$ cat src/hw/pes_opt_cfg.svh
// Constants for the optional header field framer
`ifndef PES_OPT_CFG_SVH
`define PES_OPT_CFG_SVH

`define PTS_ONLY_FLAGS 2'h2
`define PTS_PREFIX 4'h2
`define MARKER_ONE 1'b1
`define FLAG_OFF 1'b0
`define STUFF_BYTE 8'hFF
`define STUFF_MAX 6'h20
`define PTS_BYTES 6'h05
`define RATE_BYTES 6'h03
`define CRC_BYTES 6'h02
`define ONE_BYTE 6'h01
`define IDX_ZERO 6'h00
`define IDX_ONE 6'h01
`define IDX_TWO 6'h02
`define IDX_THREE 6'h03
`define IDX_FOUR 6'h04
`define RATE_ABOVE_9M 22'h0057E4
`define RATE_MIN 22'h000001
`define RATE_ZERO 22'h000000
`define CRC_POLY 16'h1021
`define CRC_INIT 16'hFFFF

`endif

$ cat src/hw/pes_opt_pkg.sv
// Types for the optional header field framer
package pes_opt_pkg;

    typedef enum {S_IDLE, S_FLAGS, S_LEN, S_PTS, S_RATE, S_CRC, S_STUFF} hdr_state_e;

    typedef struct packed {
        logic [32:0] pts;
        logic [21:0] es_rate;
        logic rate_req;
        logic crc_req;
        logic [5:0] stuff_cnt;
    } hdr_cfg_s;

    typedef struct packed {
        logic [32:0] pts;
        logic [21:0] es_rate;
        logic rate_on;
        logic crc_on;
        logic [15:0] crc;
        logic [5:0] stuff;
    } hdr_latch_s;

endpackage : pes_opt_pkg

$ cat src/hw/pes_opt_framer.sv
// Optional-field section generator for a PES header carrying synchronous data
`timescale 1ns/1ps
`include "pes_opt_cfg.svh"

module pes_opt_framer (
    input wire logic sys_clk_in,
    input wire logic reset_n_in,
    input wire logic start_in,
    input wire pes_opt_pkg::hdr_cfg_s cfg_in,
    input wire logic byte_ready_in,
    input wire logic [7:0] payload_byte_in,
    input wire logic payload_valid_in,
    input wire logic payload_last_in,
    output logic [7:0] byte_out,
    output logic byte_valid_out,
    output logic header_done_out,
    output logic rate_clamped_out
);

    pes_opt_pkg::hdr_state_e state;
    pes_opt_pkg::hdr_state_e next_state;
    logic [5:0] idx;
    logic [5:0] next_idx;
    pes_opt_pkg::hdr_latch_s hdr;
    pes_opt_pkg::hdr_latch_s next_hdr;
    logic [7:0] next_byte;
    logic next_valid;
    logic next_done;
    logic next_clamped;
    logic [15:0] prev_crc;
    logic prev_crc_valid;

    payload_crc16 u_crc (
        .sys_clk_in(sys_clk_in),
        .reset_n_in(reset_n_in),
        .data_in(payload_byte_in),
        .valid_in(payload_valid_in),
        .last_in(payload_last_in),
        .prev_crc_out(prev_crc),
        .prev_valid_out(prev_crc_valid)
    );

    // Bytes in each item
    function automatic logic [5:0] item_len(input pes_opt_pkg::hdr_state_e st,
                                            input pes_opt_pkg::hdr_latch_s h);
        case (st)
            pes_opt_pkg::S_FLAGS: item_len = `ONE_BYTE;
            pes_opt_pkg::S_LEN: item_len = `ONE_BYTE;
            pes_opt_pkg::S_PTS: item_len = `PTS_BYTES;
            pes_opt_pkg::S_RATE: item_len = `RATE_BYTES;
            pes_opt_pkg::S_CRC: item_len = `CRC_BYTES;
            pes_opt_pkg::S_STUFF: item_len = h.stuff;
            default: item_len = `IDX_ZERO;
        endcase
    endfunction : item_len

    // Header data length over everything after the length byte
    function automatic logic [7:0] hdr_len(input pes_opt_pkg::hdr_latch_s h);
        logic [5:0] n;
        n = `PTS_BYTES + h.stuff;
        if (h.rate_on) begin
            n = n + `RATE_BYTES;
        end
        if (h.crc_on) begin
            n = n + `CRC_BYTES;
        end
        hdr_len = {2'h0, n};
    endfunction : hdr_len

    // Item following a given one, skipping absent groups
    function automatic pes_opt_pkg::hdr_state_e after(input pes_opt_pkg::hdr_state_e st,
                                                      input pes_opt_pkg::hdr_latch_s h);
        logic more_stuff;
        more_stuff = (h.stuff != `IDX_ZERO);
        case (st)
            pes_opt_pkg::S_FLAGS: after = pes_opt_pkg::S_LEN;
            pes_opt_pkg::S_LEN: after = pes_opt_pkg::S_PTS;
            pes_opt_pkg::S_PTS: begin
                if (h.rate_on) begin
                    after = pes_opt_pkg::S_RATE;
                end else if (h.crc_on) begin
                    after = pes_opt_pkg::S_CRC;
                end else begin
                    after = more_stuff ? pes_opt_pkg::S_STUFF : pes_opt_pkg::S_IDLE;
                end
            end
            pes_opt_pkg::S_RATE: begin
                if (h.crc_on) begin
                    after = pes_opt_pkg::S_CRC;
                end else begin
                    after = more_stuff ? pes_opt_pkg::S_STUFF : pes_opt_pkg::S_IDLE;
                end
            end
            pes_opt_pkg::S_CRC: begin
                after = more_stuff ? pes_opt_pkg::S_STUFF : pes_opt_pkg::S_IDLE;
            end
            default: after = pes_opt_pkg::S_IDLE;
        endcase
    endfunction : after

    // Byte value at a position of the header
    function automatic logic [7:0] byte_at(input pes_opt_pkg::hdr_state_e st,
                                           input logic [5:0] i,
                                           input pes_opt_pkg::hdr_latch_s h);
        byte_at = 8'h00;
        case (st)
            pes_opt_pkg::S_FLAGS: begin
                // Timestamp flags, clock ref, rate, trick, copy info, CRC, extension
                byte_at = {`PTS_ONLY_FLAGS, `FLAG_OFF, h.rate_on, `FLAG_OFF, `FLAG_OFF,
                           h.crc_on, `FLAG_OFF};
            end
            pes_opt_pkg::S_LEN: byte_at = hdr_len(h);
            pes_opt_pkg::S_PTS: begin
                case (i)
                    `IDX_ZERO: byte_at = {`PTS_PREFIX, h.pts[32:30], `MARKER_ONE};
                    `IDX_ONE: byte_at = h.pts[29:22];
                    `IDX_TWO: byte_at = {h.pts[21:15], `MARKER_ONE};
                    `IDX_THREE: byte_at = h.pts[14:7];
                    default: byte_at = {h.pts[6:0], `MARKER_ONE};
                endcase
            end
            pes_opt_pkg::S_RATE: begin
                case (i)
                    `IDX_ZERO: byte_at = {`MARKER_ONE, h.es_rate[21:15]};
                    `IDX_ONE: byte_at = h.es_rate[14:7];
                    default: byte_at = {h.es_rate[6:0], `MARKER_ONE};
                endcase
            end
            pes_opt_pkg::S_CRC: begin
                byte_at = (i == `IDX_ZERO) ? h.crc[15:8] : h.crc[7:0];
            end
            pes_opt_pkg::S_STUFF: byte_at = `STUFF_BYTE;
            default: byte_at = 8'h00;
        endcase
    endfunction : byte_at

    always_comb begin
        logic zero_rate;
        zero_rate = (cfg_in.es_rate == `RATE_ZERO);
        next_state = state;
        next_idx = idx;
        next_hdr = hdr;
        next_valid = byte_valid_out;
        next_done = 1'b0;
        next_clamped = rate_clamped_out;
        if (state == pes_opt_pkg::S_IDLE) begin
            if (start_in) begin
                // Timestamp is taken as given for every header
                next_hdr.pts = cfg_in.pts;
                next_hdr.es_rate = zero_rate ? `RATE_MIN : cfg_in.es_rate;
                next_clamped = zero_rate;
                next_hdr.rate_on = cfg_in.rate_req
                                   || (cfg_in.es_rate > `RATE_ABOVE_9M);
                next_hdr.crc_on = cfg_in.crc_req && prev_crc_valid;
                next_hdr.crc = prev_crc;
                next_hdr.stuff = (cfg_in.stuff_cnt > `STUFF_MAX) ? `STUFF_MAX
                                 : cfg_in.stuff_cnt;
                next_state = pes_opt_pkg::S_FLAGS;
                next_idx = `IDX_ZERO;
                next_valid = 1'b1;
            end
        end else if (byte_ready_in) begin
            if (idx + `ONE_BYTE < item_len(state, hdr)) begin
                next_idx = idx + `ONE_BYTE;
            end else begin
                next_state = after(state, hdr);
                next_idx = `IDX_ZERO;
            end
            if (next_state == pes_opt_pkg::S_IDLE) begin
                next_valid = 1'b0;
                next_done = 1'b1;
            end
        end
        next_byte = byte_at(next_state, next_idx, next_hdr);
    end

    always_ff @(posedge sys_clk_in) begin
        if (!reset_n_in) begin
            state <= pes_opt_pkg::S_IDLE;
            idx <= `IDX_ZERO;
            hdr <= '0;
            byte_out <= 8'h00;
            byte_valid_out <= 1'b0;
            header_done_out <= 1'b0;
            rate_clamped_out <= 1'b0;
        end else begin
            state <= next_state;
            idx <= next_idx;
            hdr <= next_hdr;
            byte_out <= next_byte;
            byte_valid_out <= next_valid;
            header_done_out <= next_done;
            rate_clamped_out <= next_clamped;
        end
    end

    property p_ext_flag_zero;
        @(posedge sys_clk_in) disable iff (!reset_n_in)
        (byte_valid_out && state == pes_opt_pkg::S_FLAGS)
            |-> (byte_out[0] == 1'b0 && byte_out[7:6] == `PTS_ONLY_FLAGS);
    endproperty
    a_ext_flag_zero: assert property (p_ext_flag_zero)
        else $error("flags byte has extension set or wrong stamp flags");

    property p_len_value;
        @(posedge sys_clk_in) disable iff (!reset_n_in)
        (byte_valid_out && state == pes_opt_pkg::S_LEN)
            |-> byte_out == {2'h0, `PTS_BYTES + hdr.stuff
                + (hdr.rate_on ? `RATE_BYTES : `IDX_ZERO)
                + (hdr.crc_on ? `CRC_BYTES : `IDX_ZERO)};
    endproperty
    a_len_value: assert property (p_len_value)
        else $error("length byte does not match fields that follow");

    property p_prefix;
        @(posedge sys_clk_in) disable iff (!reset_n_in)
        (byte_valid_out && state == pes_opt_pkg::S_PTS && idx == `IDX_ZERO)
            |-> (byte_out[7:4] == `PTS_PREFIX && byte_out[3:1] == hdr.pts[32:30]);
    endproperty
    a_prefix: assert property (p_prefix)
        else $error("timestamp prefix or top bits wrong");

    property p_pts_mid;
        @(posedge sys_clk_in) disable iff (!reset_n_in)
        (byte_valid_out && state == pes_opt_pkg::S_PTS && idx == `IDX_ONE && byte_ready_in)
            |=> (byte_out[7:1] == hdr.pts[21:15]);
    endproperty
    a_pts_mid: assert property (p_pts_mid)
        else $error("middle timestamp piece misplaced");

    property p_markers;
        @(posedge sys_clk_in) disable iff (!reset_n_in)
        (byte_valid_out && state == pes_opt_pkg::S_PTS
            && (idx == `IDX_ZERO || idx == `IDX_TWO || idx == `IDX_FOUR))
            |-> byte_out[0] == `MARKER_ONE;
    endproperty
    a_markers: assert property (p_markers)
        else $error("timestamp marker bit is zero");

    property p_rate_group;
        @(posedge sys_clk_in) disable iff (!reset_n_in)
        (byte_valid_out && state == pes_opt_pkg::S_RATE && idx == `IDX_ZERO && byte_ready_in)
            ##1 byte_ready_in |=> (byte_out[0] == `MARKER_ONE && $past(byte_out, 2) >= 8'h80);
    endproperty
    a_rate_group: assert property (p_rate_group)
        else $error("rate group markers missing");

    property p_rate_nonzero;
        @(posedge sys_clk_in) disable iff (!reset_n_in)
        (state == pes_opt_pkg::S_RATE) |-> (hdr.es_rate != `RATE_ZERO);
    endproperty
    a_rate_nonzero: assert property (p_rate_nonzero)
        else $error("rate field sent as zero");

    property p_rate_forced;
        @(posedge sys_clk_in) disable iff (!reset_n_in)
        (state == pes_opt_pkg::S_IDLE && start_in && cfg_in.es_rate > `RATE_ABOVE_9M)
            |=> (hdr.rate_on && byte_valid_out && state == pes_opt_pkg::S_FLAGS
                && byte_out[4] == 1'b1);
    endproperty
    a_rate_forced: assert property (p_rate_forced)
        else $error("rate flag not set above the threshold");

    property p_crc_value;
        @(posedge sys_clk_in) disable iff (!reset_n_in)
        (byte_valid_out && state == pes_opt_pkg::S_CRC)
            |-> byte_out == (idx == `IDX_ZERO ? hdr.crc[15:8] : hdr.crc[7:0]);
    endproperty
    a_crc_value: assert property (p_crc_value)
        else $error("CRC byte differs from previous packet CRC");

    property p_stuffing;
        @(posedge sys_clk_in) disable iff (!reset_n_in)
        (byte_valid_out && state == pes_opt_pkg::S_STUFF)
            |-> (byte_out == `STUFF_BYTE && idx < `STUFF_MAX && hdr.stuff <= `STUFF_MAX);
    endproperty
    a_stuffing: assert property (p_stuffing)
        else $error("bad stuffing byte or count");

    property p_order;
        @(posedge sys_clk_in) disable iff (!reset_n_in)
        (state == pes_opt_pkg::S_CRC) |=> (state == pes_opt_pkg::S_CRC
            || state == pes_opt_pkg::S_STUFF || state == pes_opt_pkg::S_IDLE);
    endproperty
    a_order: assert property (p_order)
        else $error("item after CRC out of order");

endmodule : pes_opt_framer

$ cat src/hw/payload_crc16.sv
// Running CRC16 over packet payload, held for the next header
`timescale 1ns/1ps
`include "pes_opt_cfg.svh"

module payload_crc16 (
    input wire logic sys_clk_in,
    input wire logic reset_n_in,
    input wire logic [7:0] data_in,
    input wire logic valid_in,
    input wire logic last_in,
    output logic [15:0] prev_crc_out,
    output logic prev_valid_out
);

    logic [15:0] crc;
    logic [15:0] next_crc;
    logic [15:0] next_prev;
    logic next_prev_valid;

    function automatic logic [15:0] crc_step(input logic [15:0] c, input logic [7:0] d);
        logic [15:0] r;
        r = c;
        for (int i = 7; i >= 0; i--) begin
            if (r[15] ^ d[i]) begin
                r = {r[14:0], 1'b0} ^ `CRC_POLY;
            end else begin
                r = {r[14:0], 1'b0};
            end
        end
        return r;
    endfunction : crc_step

    always_comb begin
        logic [15:0] upd;
        upd = valid_in ? crc_step(crc, data_in) : crc;
        next_crc = upd;
        next_prev = prev_crc_out;
        next_prev_valid = prev_valid_out;
        if (last_in) begin
            next_prev = upd;
            next_prev_valid = 1'b1;
            next_crc = `CRC_INIT;
        end
    end

    always_ff @(posedge sys_clk_in) begin
        if (!reset_n_in) begin
            crc <= `CRC_INIT;
            prev_crc_out <= 16'h0000;
            prev_valid_out <= 1'b0;
        end else begin
            crc <= next_crc;
            prev_crc_out <= next_prev;
            prev_valid_out <= next_prev_valid;
        end
    end

endmodule : payload_crc16

$ cat config.mk
export PLATFORM = sky130hd
export DESIGN_NAME = pes_opt_framer
export DESIGN_NICKNAME = d
export VERILOG_FILES = /design/src/hw/pes_opt_pkg.sv /design/src/hw/pes_opt_framer.sv /design/src/hw/payload_crc16.sv
export VERILOG_INCLUDE_DIRS = /design/src /design/src/hw
export SDC_FILE = /design/constraint.sdc
export NUM_CORES = 1
export LEC_CHECK = 0
export CAP_MARGIN = 10
export CELL_PAD_IN_SITES_DETAIL_PLACEMENT = 1
export CELL_PAD_IN_SITES_GLOBAL_PLACEMENT = 2
export CORE_ASPECT_RATIO = 2
export CORE_UTILIZATION = 41
export DETAILED_ROUTE_END_ITERATION = 6
export DONT_BUFFER_PORTS = 1
export MAX_ROUTING_LAYER = met4
export PLACE_DENSITY_LB_ADDON = 0.1
export SETUP_SLACK_MARGIN = 0.1
export SLEW_MARGIN = 30
export SYNTH_ARGS = -nofsm -noshare
export SYNTH_HDL_FRONTEND = slang
export SYNTH_SLANG_ARGS = --single-unit
$ cat constraint.sdc
create_clock -name sys_clk_in -period 9.5 [get_ports sys_clk_in]
set_input_delay 1.9 -clock sys_clk_in [delete_from_list [all_inputs] [get_ports sys_clk_in]]
set_output_delay 1.9 -clock sys_clk_in [all_outputs]
set_load 0.05 [all_outputs]
==> reports/metrics.csv <==
metric;value;unit
routed metal-1 wirelength;9240;um
routed wl met3;849;um
Total Routed Length;26040;um
n_diodes;0;
placed instance count;1158;
reg2reg start;state[22];
number of global-route vias before repair;7358;
post-CTS setup buffer count;0;
Synth Area in Compound Gates;0.1803;
Hold Path Class;flip-flop to flip-flop;
register area share after synthesis;0.4088;
slowest stage delay, CP;0.59;ns
Lkg Pwr;0.003289;uW
critical path data arrival time;5.82;ns
TNS Setup;0;ns
DP HPWL;19630;um
Antenna Nets Post-Route;0;
Post-CTS Resized;0;
post-route insts no fill;1190;
largest net degree at the start of global routing;76;
Main synth FF type;dfxtp_1;
CTS Buf Count;17;
CTS H-tree lvls;4;
CTS Root Cell;clkbuf_16;
Critical Path RT;9.82;ns
GP Congestion;0.9071;
CTS Hold Bufs;0;
Clock Skews;0.008772;ns
commonest non-fill, non-tap cell in the layout;nand2_1;
EDFF count, synth;0;
clk buf depth;2;
Pins Over Slew Limit;0;
Synthesized Nets;1038;
row cnt;71;
routed via count;6834;
unrepaired setup endpoints after global routing;no;
clk sinks;161;
Least-Margin Pin Slew;0.8948;ns
Avg Cell Area, Syn;8.281;um^2
slowest stage cell, crit path;nor2_1;
Worst Setup SP;state[22];
Seq cells post-synth;161;
Via-to-Cell Ratio;5.743;
Die Y;198.1;um
Area Growth Syn to Fin;9.935;%
total gr overflow;0;
worst vdd ir;0.1251;mV
crit share post-route;0.5783;
initial core utilization;0.4186;
critical path type;flip-flop to flip-flop;
Max FO, Critical Path;11;
Post-Synth Simple-Gate Area;0.2414;
initial antenna violation count;0;
Iter 0 DRT Violations;266;
Worst slew margin;0.3998;
first-pass GRT wire length;40700;um
Port Buffers;0;
Routed wire per std cell;21.88;um
Hold Vio Cnt, Final;0;
Final Net Count;1008;
worst path cell trace;nor4_2, nand4_2, nor2_1, nand2_1, nor3_1, nand2_1, ha_1, a21o_1, a311oi_2, and4_1, nor2_1, o22a_1, nand3_2, mux2i_1, a21oi_1, o41a_1;
pwr dens;196.4;nW/um^2
library cells used by synthesis;73;
Global Route Usage Sum;0.2834;
Synth async-reset ratio;0;
Worst-Skew Late Latency;0.44;ns
Startpoint Class;flip-flop;
DR top layer;met4;
most frequent cells in the layout;nand2_1 (185), dfxtp_1 (161), a21oi_1 (89);
xor/xnor share of the synthesized area;0.04110;
I/O pin cnt;88;
Die X;100.1;um
main combinational cell family by area after synthesis;simple AND/OR/NAND/NOR gates;
min-delay src;hdr[21];
CTS tree;yes;
Synth Warn #;0;
layout cells sized above 1;0.08984;
Core Area;18830;um^2
Syn Inst Count;952;
met2 wire length;14220;um
final core utilization;0.4602;
DRC;0;
Pre-antenna DRT Iters;4;
mapped cell area;7884;um^2
critical path capture point type;flip-flop;
status;completed;
max cap viols;0;
DIE AREA;19820;um^2
clock slew at reported path FFs;0.06;ns
adder-cell share of the synthesized area;0.01428;
FMAX;182.0;MHz
Final setup viols;0;
mux cell area share after synthesis;0.07665;
min Tclk post-route;5.494;ns
[flip-flops by register name, summed over array words and instances (netlist names)]
register,flops
u_crc.crc,16
idx,6
byte_valid_out,1
u_crc.prev_valid_out,1
hdr,79
u_crc.prev_crc_out,16
header_done_out,1
rate_clamped_out,1
byte_out,8
state,32
[per-stage QoR]
stage / instance area [um^2] / total power (uW) / hold WS, ns / worst slack (ns)
after floorplan: 7884 / 937.9 / 0.4266 / 4.659
after CTS: 8657 / 1716 / 0.4531 / 4.030
after global routing: 8667 / 1773 / 0.4742 / 3.757
after detailed placement: 8049 / 1006 / 0.4460 / 4.062
after global placement: 8041 / 996.7 / 0.4371 / 4.103
final: 8667 / 1702 / 0.4501 / 4.006
[Yosys cell counts (7+ instances only)]
cell type | n | share of area
nand2_1 | 185 | 0.088
dfxtp_1 | 161 | 0.41
a21oi_1 | 90 | 0.057
nor2_1 | 74 | 0.035
clkbuf_1 | 42 | 0.020
mux2i_1 | 39 | 0.050
and2_1 | 35 | 0.028
o21ai_0 | 28 | 0.018
xnor2_1 | 22 | 0.024
inv_1 | 19 | 0.0090
mux2_2 | 19 | 0.027
a211oi_1 | 15 | 0.014
xor2_1 | 15 | 0.017
nand4_1 | 11 | 0.0087
nor2b_1 | 11 | 0.0087
nor3_1 | 11 | 0.0070
nand3_1 | 10 | 0.0063
o211ai_1 | 10 | 0.0095
a31oi_1 | 9 | 0.0071
ha_1 | 9 | 0.014
nor4_1 | 9 | 0.0071
buf_2 | 8 | 0.0051
o31ai_1 | 8 | 0.0076
nor4_2 | 7 | 0.011
[path summary, 6_finish.rpt]
| kind | end | slack (ns) | cells after the start |
|---|---|---|---|
| setup / recovery | byte_out[7] | 4.01 | 16 |
| hold / removal | hdr[21] | 0.45 | 2 |
| setup reg to reg | byte_out[7] | 4.01 | 16 |
| hold reg to reg | hdr[21] | 0.45 | 2 |
[report_power, final]
part           internal, uW  switching (uW)  total (uW)
clock                   434             277         711
sequential              715            39.9         755
combinational          86.4             150         236
total                  1240             467        1700
[per-layer routing]
metal / vias up / track usage
met5: - / -
met4: 0 / 0.1863
met3: 78 / 0.05471
met2: 136 / 0.5201
met1: 3334 / 0.2617
li1: 3286 / -
[cell families after synthesis]
group	after synthesis
buffers and inverters	76
flip-flops	161
adder cells (fa/ha/maj)	9
XOR/XNOR	37
AO/OA/AOI/OAI	220
multiplexers	58
AND/OR/NAND/NOR	391
[worst max-delay path: cells and delay by family (launching register included)]
kind	cells	cell delay [ns]
multiplexers	1	0.31
adder cells (fa/ha/maj)	1	0.36
flip-flops	1	0.31
AO/OA/AOI/OAI	5	1.45
AND/OR/NAND/NOR	9	2.95
[cell type report]
class	count	area, um^2
Fill cell	2284	10170
Multi-Input combinational cell	715	4392
Sequential cell	161	3223
Clock buffer	23	478.0
Tap cell	255	319.1
Clock inverter	9	130.1
Inverter	21	80.08
Timing Repair Buffer	6	45.04
Note: power is estimated with default switching activity, not from simulation.
